--- src/afe_ctrl_defines.svh ---
`ifndef AFE_CTRL_DEFINES_SVH
`define AFE_CTRL_DEFINES_SVH

// Register offsets on the internal register port
`define OFS_WINDOW_START 7'h09
`define OFS_WINDOW_LENGTH 7'h0a
`define OFS_PIN_DIRECTION 7'h0e
`define OFS_PIN_DATA 7'h0f
`define OFS_READY_CONTROL 7'h11
`define OFS_CHECK_CONTROL 7'h13
`define OFS_CHECK_VALUE 7'h1d

// Reset values
`define RST_WINDOW_START 7'h1a
`define RST_WINDOW_COUNT 3'h2
`define RST_READY_FIXED 3'h3
`define RST_CHECK_FIXED 1'h0
`define RST_CHECK_VALUE 8'h00

// Field positions
`define BIT_READY_ON_PIN6 7
`define BIT_AUTO_CLEAR_OFF 5
`define BIT_GAIN_SEL 3
`define BIT_CHECK_ENABLE 4
`define BIT_CHECK_FIXED 3
`define BIT_RELEASE_AFTER 2

// Check polynomial (x^8 + x^2 + x + 1)
`define CHECK_POLY 8'h07

`endif

--- src/afe_ctrl_pkg.sv ---
package afe_ctrl_pkg;

  // One access on the register port
  typedef struct packed {
    logic [6:0] addr;
    logic [7:0] wdata;
    logic wr;
    logic rd;
  } reg_req_s;

  // Data-ready sequence
  typedef enum logic [1:0] {
    ST_IDLE = 2'b00,
    ST_READY = 2'b01,
    ST_WAIT_CHECK = 2'b10
  } ready_state_e;

endpackage

--- src/afe_spi_crc_gpio_control_regs.sv ---
`timescale 1ns/1ps
`include "afe_ctrl_defines.svh"

module afe_spi_crc_gpio_control_regs (
  input wire logic core_clk,
  input wire logic rst,
  input wire afe_ctrl_pkg::reg_req_s reg_req,
  output logic [7:0] reg_rdata,
  input wire logic sample_done,
  input wire logic result_low_read,
  input wire logic [7:0] link_byte,
  input wire logic link_byte_valid,
  input wire logic [6:0] pin_in,
  output logic [6:0] pin_out,
  output logic [6:0] pin_oe,
  output logic ready_n,
  output logic [6:0] window_start,
  output logic [3:0] window_byte_count,
  output logic gain_correction_sel,
  output logic check_enable
);
  import afe_ctrl_pkg::*;

  // Stored control fields
  logic ready_on_pin6_sel; // Pin six carries ready
  logic auto_clear_off; // Suppress clear on release
  logic ready_release_after_check; // Hold ready until check byte read
  logic [2:0] window_field; // Raw byte-count code
  logic [6:0] pin_dir_bit; // Per-pin direction
  logic [6:0] pin_data; // Driven levels for output pins
  logic [7:0] check_value; // Running check accumulator
  ready_state_e state; // Ready sequence state
  ready_state_e next_state;
  logic release_evt; // Ready going inactive this cycle
  logic check_read; // Host reads check value
  logic check_write; // Host writes check value

  assign check_read = reg_req.rd && (reg_req.addr == `OFS_CHECK_VALUE);
  assign check_write = reg_req.wr && (reg_req.addr == `OFS_CHECK_VALUE);

  // One step of the check over a byte, MSB first
  function automatic logic [7:0] check_step(input logic [7:0] acc, input logic [7:0] din);
    logic [7:0] c;
    c = acc ^ din;
    for (int i = 0; i < 8; i++) begin
      c = c[7] ? ((c << 1) ^ `CHECK_POLY) : (c << 1);
    end
    return c;
  endfunction

  // Control register writes; reserved bits are never stored
  always_ff @(posedge core_clk) begin
    if (rst) begin
      window_start <= `RST_WINDOW_START;
      window_field <= `RST_WINDOW_COUNT;
      ready_on_pin6_sel <= 1'b0;
      auto_clear_off <= 1'b0;
      gain_correction_sel <= 1'b0;
      check_enable <= 1'b0;
      ready_release_after_check <= 1'b0;
      pin_dir_bit <= 7'h00;
    end else if (reg_req.wr) begin
      case (reg_req.addr)
        `OFS_WINDOW_START: window_start <= reg_req.wdata[6:0];
        `OFS_WINDOW_LENGTH: window_field <= reg_req.wdata[2:0];
        `OFS_PIN_DIRECTION: pin_dir_bit <= reg_req.wdata[6:0];
        `OFS_READY_CONTROL: begin
          ready_on_pin6_sel <= reg_req.wdata[`BIT_READY_ON_PIN6];
          auto_clear_off <= reg_req.wdata[`BIT_AUTO_CLEAR_OFF];
          gain_correction_sel <= reg_req.wdata[`BIT_GAIN_SEL];
        end
        `OFS_CHECK_CONTROL: begin
          check_enable <= reg_req.wdata[`BIT_CHECK_ENABLE];
          ready_release_after_check <= reg_req.wdata[`BIT_RELEASE_AFTER];
        end
        default: ;
      endcase
    end
  end

  // Byte count is presented already incremented so consumers need no adder
  always_ff @(posedge core_clk) begin
    if (rst) begin
      // Reset count follows the reset code, so the two can never disagree
      window_byte_count <= {1'b0, `RST_WINDOW_COUNT} + 4'h1;
    end else begin
      window_byte_count <= {1'b0, window_field} + 4'h1;
    end
  end

  // Pin data: bits of input pins ignore writes
  always_ff @(posedge core_clk) begin
    if (rst) begin
      pin_data <= 7'h00;
    end else if (reg_req.wr && reg_req.addr == `OFS_PIN_DATA) begin
      pin_data <= (pin_data & ~pin_dir_bit) | (reg_req.wdata[6:0] & pin_dir_bit);
    end
  end

  // Ready sequence; a fresh sample wins over a release in the same cycle
  always_comb begin
    next_state = state;
    case (state)
      ST_IDLE: ;
      ST_READY: begin
        if (result_low_read) begin
          next_state = ready_release_after_check ? ST_WAIT_CHECK : ST_IDLE;
        end
      end
      ST_WAIT_CHECK: begin
        if (check_read) begin
          next_state = ST_IDLE;
        end
      end
      default: next_state = ST_IDLE;
    endcase
    if (sample_done) begin
      next_state = ST_READY;
    end
  end

  assign release_evt = (state != ST_IDLE) && (next_state == ST_IDLE);

  always_ff @(posedge core_clk) begin
    if (rst) begin
      state <= ST_IDLE;
      ready_n <= 1'b1;
    end else begin
      state <= next_state;
      ready_n <= (next_state == ST_IDLE);
    end
  end

  // Check accumulator; a host write or an auto clear overrides a byte in flight
  always_ff @(posedge core_clk) begin
    if (rst) begin
      check_value <= `RST_CHECK_VALUE;
    end else if (check_write) begin
      check_value <= `RST_CHECK_VALUE;
    end else if (release_evt && !auto_clear_off) begin
      check_value <= `RST_CHECK_VALUE;
    end else if (check_enable && link_byte_valid) begin
      check_value <= check_step(check_value, link_byte);
    end
  end

  // Pin drivers; with ready_on_pin6_sel set, pin six follows ready whatever its direction bit says
  always_ff @(posedge core_clk) begin
    if (rst) begin
      pin_out <= 7'h00;
      pin_oe <= 7'h00;
    end else begin
      pin_out <= pin_data;
      pin_oe <= pin_dir_bit;
      if (ready_on_pin6_sel) begin
        pin_out[6] <= (next_state == ST_IDLE);
        pin_oe[6] <= 1'b1;
      end
    end
  end

  // Read data, registered; unmapped offsets read zero
  always_ff @(posedge core_clk) begin
    if (rst) begin
      reg_rdata <= 8'h00;
    end else if (reg_req.rd) begin
      case (reg_req.addr)
        `OFS_WINDOW_START: reg_rdata <= {1'b0, window_start};
        `OFS_WINDOW_LENGTH: reg_rdata <= {5'h00, window_field};
        `OFS_PIN_DIRECTION: reg_rdata <= {1'b0, pin_dir_bit};
        // Output pins return what is driven, input pins their level
        `OFS_PIN_DATA: reg_rdata <= {1'b0, (pin_out & pin_oe) | (pin_in & ~pin_oe)};
        // Low bits fixed, so a stray host write cannot disturb them
        `OFS_READY_CONTROL: reg_rdata <= {ready_on_pin6_sel, 1'b0, auto_clear_off, 1'b0,
                                          gain_correction_sel, `RST_READY_FIXED};
        `OFS_CHECK_CONTROL: reg_rdata <= {3'h0, check_enable, `RST_CHECK_FIXED,
                                          ready_release_after_check, 2'h0};
        `OFS_CHECK_VALUE: reg_rdata <= check_value;
        default: reg_rdata <= 8'h00;
      endcase
    end
  end
endmodule

--- config.mk ---
export PLATFORM = sky130hd
export DESIGN_NAME = afe_spi_crc_gpio_control_regs
export DESIGN_NICKNAME = d
export VERILOG_FILES = /design/src/afe_ctrl_pkg.sv /design/src/afe_spi_crc_gpio_control_regs.sv
export VERILOG_INCLUDE_DIRS = /design/src
export SDC_FILE = /design/constraint.sdc
export NUM_CORES = 1
export LEC_CHECK = 0
export ABC_CLOCK_PERIOD_IN_PS = 3400
export BUFFER_PORTS_ARGS = -buffer_cell sky130_fd_sc_hd__buf_2
export CORE_ASPECT_RATIO = 0.8
export CORE_MARGIN = 8
export CORE_UTILIZATION = 23
export DETAILED_ROUTE_END_ITERATION = 10
export GPL_TIMING_DRIVEN = 0
export MAX_ROUTING_LAYER = met4
export PLACE_DENSITY = 0.52
export REMOVE_ABC_BUFFERS = 1
export SKIP_CTS_REPAIR_TIMING = 1
export SLEW_MARGIN = 10
export SYNTH_ARGS = -nofsm -noshare
export SYNTH_HDL_FRONTEND = slang
export SYNTH_SLANG_ARGS = --single-unit
--- constraint.sdc ---
create_clock -name core_clk -period 3.4 [get_ports core_clk]
set_input_delay 0.17 -clock core_clk [delete_from_list [all_inputs] [get_ports core_clk]]
set_output_delay 0.17 -clock core_clk [all_outputs]
set_load 0.005 [all_outputs]
---- Yosys cells after proc, flatten, opt, wreduce, memory -nomap -nowiden ----
Cells that the tools add are included.
storage, ports and cells
  register bits after elaboration ......... 66
  output and inout bits ................... 36
  word-level logic and storage cells ...... 75
operators by class
  add/subtract/negate cells ............... 1
  equal/unequal tests ..................... 9
  muxes and demuxes ....................... 16
  bitwise operators ....................... 17
  reduce and logical (&&, ||, !) cells .... 16
operator list
  cell                 count
  $pmux 8 s7           1
  $and 7x7->7          4
  $eq 7x4->1 const B   4
  $mux 3               8
  $not 3->3            8
  $eq 7x5->1 const B   3
  $not 7->7            2
  $or 7x7->7           2
  $reduce_and 2->1     5
  $mux 2               4
  $xor 8x8->8          1
  $logic_and 1x1->1    6
  $pmux 2 s3           1
  $add 3x1->4 const B  1
  $logic_not 2->1      2
  $reduce_or 3->1      1
  $eq 2x1->1 const B   1
  $eq 2x2->1 const B   1
  $mux 1               2
  $reduce_bool 2->1    1
  $logic_not 1->1      1

---- Logic depth before layout (Yosys ltp) ----
Gate-level depths: netlist of run 1.
  depth in word-level cells ............... 17
  gate-level depth with buffers ........... 6
  gate-level depth less buffers ........... 4

---- Worst setup path after synthesis of run 1 ----
Ideal clock, no wire load.
  path type ............................... reg2reg
  start point ............................. reg check_value[6]
  end point ............................... reg check_value[2]
  setup time .............................. 0.067 ns
  arrival ................................. 1.632 ns
  required time ........................... 3.333 ns
  setup slack ............................. 1.701 ns
  cell stages (with the launch flop) ...... 5
  clock period less this slack ............ 1.699 ns
  cells stage by stage .................... dfxtp_1 -> xor3_2 -> xnor3_1 -> or3_1 -> a21oi_2
on the way
  cells in the longest elaborated chain, start to end .. 3
RTL lines
  item                    RTL line                              source
  start, declared         afe_spi_crc_gpio_control_regs.sv:31   logic [7:0] check_value;
  start signal, assigned  afe_spi_crc_gpio_control_regs.sv:137  check_value <= `RST_CHECK_VALUE;
  start signal, assigned  afe_spi_crc_gpio_control_regs.sv:139  check_value <= `RST_CHECK_VALUE;
  start signal, assigned  afe_spi_crc_gpio_control_regs.sv:141  check_value <= `RST_CHECK_VALUE;
  $xor 8x8->8             afe_spi_crc_gpio_control_regs.sv:44   c = acc ^ din;
  $mux 3 (2 in series)    afe_spi_crc_gpio_control_regs.sv:46   c = c[7] ? ((c << 1) ^ `CHECK_POLY) : (c << 1);
No other way between the ends.
A chain may end at the register's enable or synchronous reset.

---- Worst setup path after layout of run 1 ----
Ends and elaborated chain as after synthesis.

==> results of run 1 <==
## power by group
group          internal [mW]  total, mW  leakage [nW]  switching (mW)
Combinational         0.0632      0.149          1.04          0.0854
Clock                  0.581      0.905         0.142           0.324
Sequential             0.780      0.783         0.533         0.00343
## metrics by stage
stage | hold slack, ns | setup slack, ns
after detailed placement | 0.410 | 1.30
after floorplan | 0.239 | 1.70
final | 0.0726 | 1.53
after global routing | 0.0707 | 1.45
after CTS | 0.0574 | 1.50
after global placement | 0.403 | 1.31
## synth_stat cells (2+ instances only)
master | count | area share, %
xor2_1 | 3 | 0.83
dfxtp_1 | 66 | 42
xnor3_1 | 3 | 2.1
nand3_1 | 14 | 2.2
xnor2_1 | 8 | 2.2
and2_1 | 6 | 1.2
nor3_1 | 3 | 0.47
and3b_1 | 2 | 0.55
o211ai_1 | 2 | 0.47
a22o_1 | 2 | 0.55
and4bb_2 | 3 | 1.2
mux2i_1 | 27 | 8.5
or3_1 | 6 | 1.2
or2_2 | 2 | 0.39
o21a_1 | 4 | 0.95
nand4_1 | 12 | 2.4
nand2b_1 | 4 | 0.79
a311oi_1 | 6 | 1.7
a21oi_1 | 16 | 2.5
and3_1 | 4 | 0.79
mux2_2 | 5 | 1.8
o31ai_1 | 3 | 0.71
clkbuf_1 | 14 | 1.7
buf_2 | 3 | 0.47
inv_1 | 3 | 0.36
a22oi_1 | 2 | 0.47
nand2_1 | 22 | 2.6
nor2_1 | 37 | 4.4
a2bb2oi_1 | 3 | 0.83
xor3_1 | 3 | 2.2
nor2b_1 | 17 | 3.4
o21ai_0 | 9 | 1.4
## layer usage
metal	GRT usage, %	up-vias	routed length (um)
li1	-	1333	-
met1	14.4	1279	4620
met2	16.4	76	4240
met3	4.06	8	668
met4	3.24	0	103
met5	-	-	0
## worst max path at each step
| stage | startpoint | cells after the start | end | slack, ns |
|---|---|---|---|---|
| after floorplan | check_value[6] | 4 | check_value[2] | 1.70 |
| after global placement | reg_req[12] | 5 | pin_dir_bit[0] | 1.31 |
| after detailed placement | reg_req[12] | 5 | pin_dir_bit[0] | 1.30 |
| after CTS | check_value[6] | 4 | check_value[2] | 1.50 |
| after global routing | reg_req[12] | 5 | pin_dir_bit[1] | 1.45 |
| final | check_value[6] | 4 | check_value[2] | 1.53 |
## cell type report
class	count	area, sq um	share of cell area, %
Antenna cell	1	2.50	0.0630
Clock buffer	12	246	6.20
Clock inverter	3	40.0	1.01
Inverter	3	11.3	0.283
Multi-Input combinational cell	246	1770	44.4
Sequential cell	66	1320	33.3
Tap cell	180	225	5.67
Timing Repair Buffer	72	360	9.07
## logic make-up (layout without fill, tap and decap cells)
logic type               count (synthesis)  count (layout)
flip-flops                              66              66
XOR/XNOR                                19              19
buffers and inverters                   21              90
AO/OA/AOI/OAI                           55              55
AND/OR/NAND/NOR                        139             139
adder cells (fa/ha/maj)                  1               1
other                                    0               1
multiplexers                            32              32
==> results.toml, run 1 <==
[die]
io_pins = 73
num_rows = 38
die-height_um = 121
chipWidth_um = 147
dieArea_sq_um = 17800
start_util_pct = 23.5
core_area_sq_um = 13500

[cells_and_area]
layout.filler_cells = 1449
final_common_cell = "buf_2"
post-route-cell-area_sq_um = 3970
drive_above_1_share_pct = 25.1
instances_no_fill = 583
layout_common_cells = "buf_2, dfxtp_1, nor2_1, mux2i_1, nand2_1"
fin_util_pct = 29.4
area.growth.synth_to_final_pct = 25.3
nets = 436

[hold_path]
hold_path.startpoint = "link_byte_valid"
holdPathStages = 2
hold-path-endpoint = "check_value[4]"
hold_class = "primary input to register"

[critical_path]
worstPathCellList = "xor3_2 -> xnor3_1 -> or3_1 -> a21oi_2"
critPathKind = "register to register"
worstReg2RegEnd = "check_value[2]"
timing.rr.start = "check_value[6]"
arrival_ns = 2.14
crit_fanout = 5
crit_family = "XOR/XNOR gates"
critical_path_capture_point_type = "register"
slowest_stage = "xor3_2"
worstPathRequired_ns = 3.67
ff2ff_path_depth = 4
cp-start-kind = "register"
cp_num_buf_inv = 0
critPathMaxStageDelay_ns = 0.53
regToRegSetupSlack_ns = 1.53

[sta]
clock_skew_ns = 0.00522
grt_setup_unrepaired = "false"
final_period_minus_worst_setup_slack_ns = 1.87
timing.final.max_slew_violations = 0
period_share_pct = 55.0
max-slew-margin-rel_pct = 35.3
timing.final.hold_violations = 0
worst_slew_pin_slew_ns = 0.971
max_freq_ghz = 0.535
setup_viol = 0
final.setup.tns_ns = 0

[global_routing]
via_count_of_the_first_global_routing_pass = 2628
grt_first_pass_wirelength_mm = 15.1
gr-total-overflow = 0
grt_max_degree = 53
groute.usage.overall_pct = 11.3
initial_antenna_violation_count = 0

[cts]
cts_made_buffers = 9
cts.sink_count = 66
h-tree-depth = 3
clock_insertion_delay_worst_skew_ns = 0.33
clock_path_buffers = 2
cts_tree = "built"
clk_root_buffer_cell = "clkbuf_16"
cts.clk_slew.worst_paths_ns = 0.05

[flow_run]
max_cap_violations = 0

[placed_design]
dpl.cell_count = 567
dpl-instance-area_sq_um = 3680
place.port_buffers = 72
gp_weighted_congestion = 0.823
detailed_place_hpwl_mm = 7.04

[synth]
yosys_most_used_dff = "dfxtp_1"
synth_compound_gate_area_share_pct = 12.6
synth-adder-area-share_pct = 0.395
yosys.area_share.simple_pct = 23.4
synth_seq_cells = 66
area_share_of_xor_xnor_cells_in_the_synthesized_design_pct = 8.96
synthesis.instances = 333
yosys.cell_types.count = 51
synth-edff-count = 0
main_combinational_cell_family_by_area_after_synthesis = "simple AND/OR/NAND/NOR gates"
seq_total_area_yosys_pct = 41.7
synth.cell_area_sq_um = 3170
asyncSetResetFlopFracSynth_pct = 0
mux_contribution_to_synthesized_area_pct = 10.3
synth.avg_cell_area_sq_um = 9.52
yosysWarningCount = 0

[detailed_routing]
drt_first_pass_iters = 4
wl_per_cell_um = 16.5
remaining_design_rule_violation_count = 0
drt_iter0_drc = 179
ant_nets = 0
routed-via-count = 2696
totalWireLength_mm = 9.63
route.detailed.vias_per_inst = 4.62

[pwr]
ir_worst_vdd_mv = 0.210
power_density_nw_per_um2 = 462
power.leakage_nw = 1.72
totalPowerFinal_mw = 1.84

[run_status]
status = "finished clean"
No activity file was read; power rests on OpenSTA's default activity.
==> run 2, diff against run 1 <==
- ABC_CLOCK_PERIOD_IN_PS: 3400 -> 1700
- PLACE_DENSITY: 0.52 -> 0.53
- clock period: 3.4 -> 1.7 ns (I/O delays scaled with it)
==> results.toml, run 2 (synthesis gave the netlist of run 1 again) <==
[sta]
timing.final.hold_violations = 0
clock_skew_ns = 0.00438
max_freq_ghz = 0.626
setup_viol = 0
timing.final.max_slew_violations = 0
grt_setup_unrepaired = "false"
final_period_minus_worst_setup_slack_ns = 1.60
holdWs_ns = 0.0183
period_share_pct = 94.0
max-slew-margin-rel_pct = 38.5
worst_slew_pin_slew_ns = 0.922

[detailed_routing]
wl_per_cell_um = 16.1
totalWireLength_mm = 9.44
remaining_design_rule_violation_count = 0
drt_first_pass_iters = 4
route.detailed.vias_per_inst = 4.58
routed-via-count = 2688
ant_nets = 0
drt_iter0_drc = 155

[die]
num_rows = 38
start_util_pct = 23.5
chipWidth_um = 147
io_pins = 73
die-height_um = 121
dieArea_sq_um = 17800
core_area_sq_um = 13500

[run_status]
status = "finished clean"

[hold_path]
hold_class = "primary input to register"

[critical_path]
critPathKind = "register to register"
worstPathRequired_ns = 1.96
cp-start-kind = "register"
arrival_ns = 1.86
critical_path_capture_point_type = "register"
regToRegSetupSlack_ns = 0.10
crit_fanout = 5

[cts]
cts_made_buffers = 9
h-tree-depth = 3
cts_tree = "built"
clock_insertion_delay_worst_skew_ns = 0.33
clk_root_buffer_cell = "clkbuf_16"
cts.sink_count = 66
clock_path_buffers = 2
cts.clk_slew.worst_paths_ns = 0.05

[pwr]
power_density_nw_per_um2 = 888
power.leakage_nw = 1.73
ir_worst_vdd_mv = 0.487
totalPowerFinal_mw = 3.56

[global_routing]
initial_antenna_violation_count = 1
grt_util_met3_pct = 4.51
groute.usage.overall_pct = 11.1
grt_max_degree = 53
busiest_layer = "met2"
grt_first_pass_wirelength_mm = 14.9
via_count_of_the_first_global_routing_pass = 2675
groute.layer.met1.usage_pct = 13.5
gr-total-overflow = 0
met2_usage_pct = 16.7

[placed_design]
gp_weighted_congestion = 0.816
place.port_buffers = 72
detailed_place_hpwl_mm = 6.98

[flow_run]
max_cap_violations = 0

[cells_and_area]
area.growth.synth_to_final_pct = 26.5
layout_common_cells = "buf_2, dfxtp_1, nor2_1, mux2i_1, nand2_1"
drive_above_1_share_pct = 26.7
final_common_cell = "buf_2"
nets = 439
==> run 2: changes by cell type in the layout (fill, tap and decap cells not counted) <==
cell / change
xnor2_1: -3
xnor2_2: +3
buf_4: +2
and2_1: -1
and2_2: +1
bufinv_16: -1
clkbuf_8: +1
clkinv_2: -1
clkinvlp_4: +1
dfxtp_1: -1
dfxtp_2: +1
diode_2: +1
dlygate4sd3_1: +1
==> run 2: area by class of cell <==
class / instances / area, sq um
fillers: 1439 / 9490
multi-input cells: 246 / 1790
flip-flops and latches: 66 / 1320
repair buffers: 75 / 385
clock buffers: 13 / 260
well taps: 180 / 225
clock inverters: 2 / 12.5
inverters: 3 / 11.3
diodes: 2 / 5.00
==> run 2: power by group <==
group / switching [mW] / total (mW) / internal (mW)
logic: 0.170 / 0.305 / 0.135
clock network: 0.634 / 1.69 / 1.05
registers: 0.00659 / 1.57 / 1.56
total: 0.811 / 3.56 / 2.75
==> run 2: worst paths after layout <==
kind / depth (start not counted) / from / to
worst max-delay path: 4 / check_value[6] / check_value[2]
worst min-delay path: 3 / reg_req[9] / ready_on_pin6_sel
worst max register to register: 4 / check_value[6] / check_value[2]
worst min register to register: 2 / reg_rdata[2] / reg_rdata[2]
==> run 2: per-stage QoR <==
| step | setup slack [ns] | std cells | util, % | instance area (sq um) | setup TNS (ns) |
|---|---|---|---|---|---|
| floorplan | 0.000969 | 315 | - | 3100 | 0 |
| global placement | -0.298 | 567 | 27.3 | 3680 | -5.03 |
| detailed placement | -0.337 | 567 | 27.3 | 3680 | -6.29 |
| CTS | -0.165 | 582 | 29.3 | 3960 | -0.193 |
| global route | 0.00665 | 586 | 29.7 | 4010 | 0 |
| finish | 0.102 | 587 | 29.7 | 4010 | 0 |
==> run 2: worst max-delay path, stage by stage, from the launching register on <==
cell and delay [ns]:
dfxtp_2 0.38, xor3_2 0.32, xnor3_1 0.36, or3_1 0.33, a21oi_2 0.13
==> run 2: metal layers <==
layer / up-vias / wire, um
met5: - / 0
met4: 0 / 78
met3: 6 / 679
met2: 69 / 4410
met1: 1269 / 4280
li1: 1344 / -
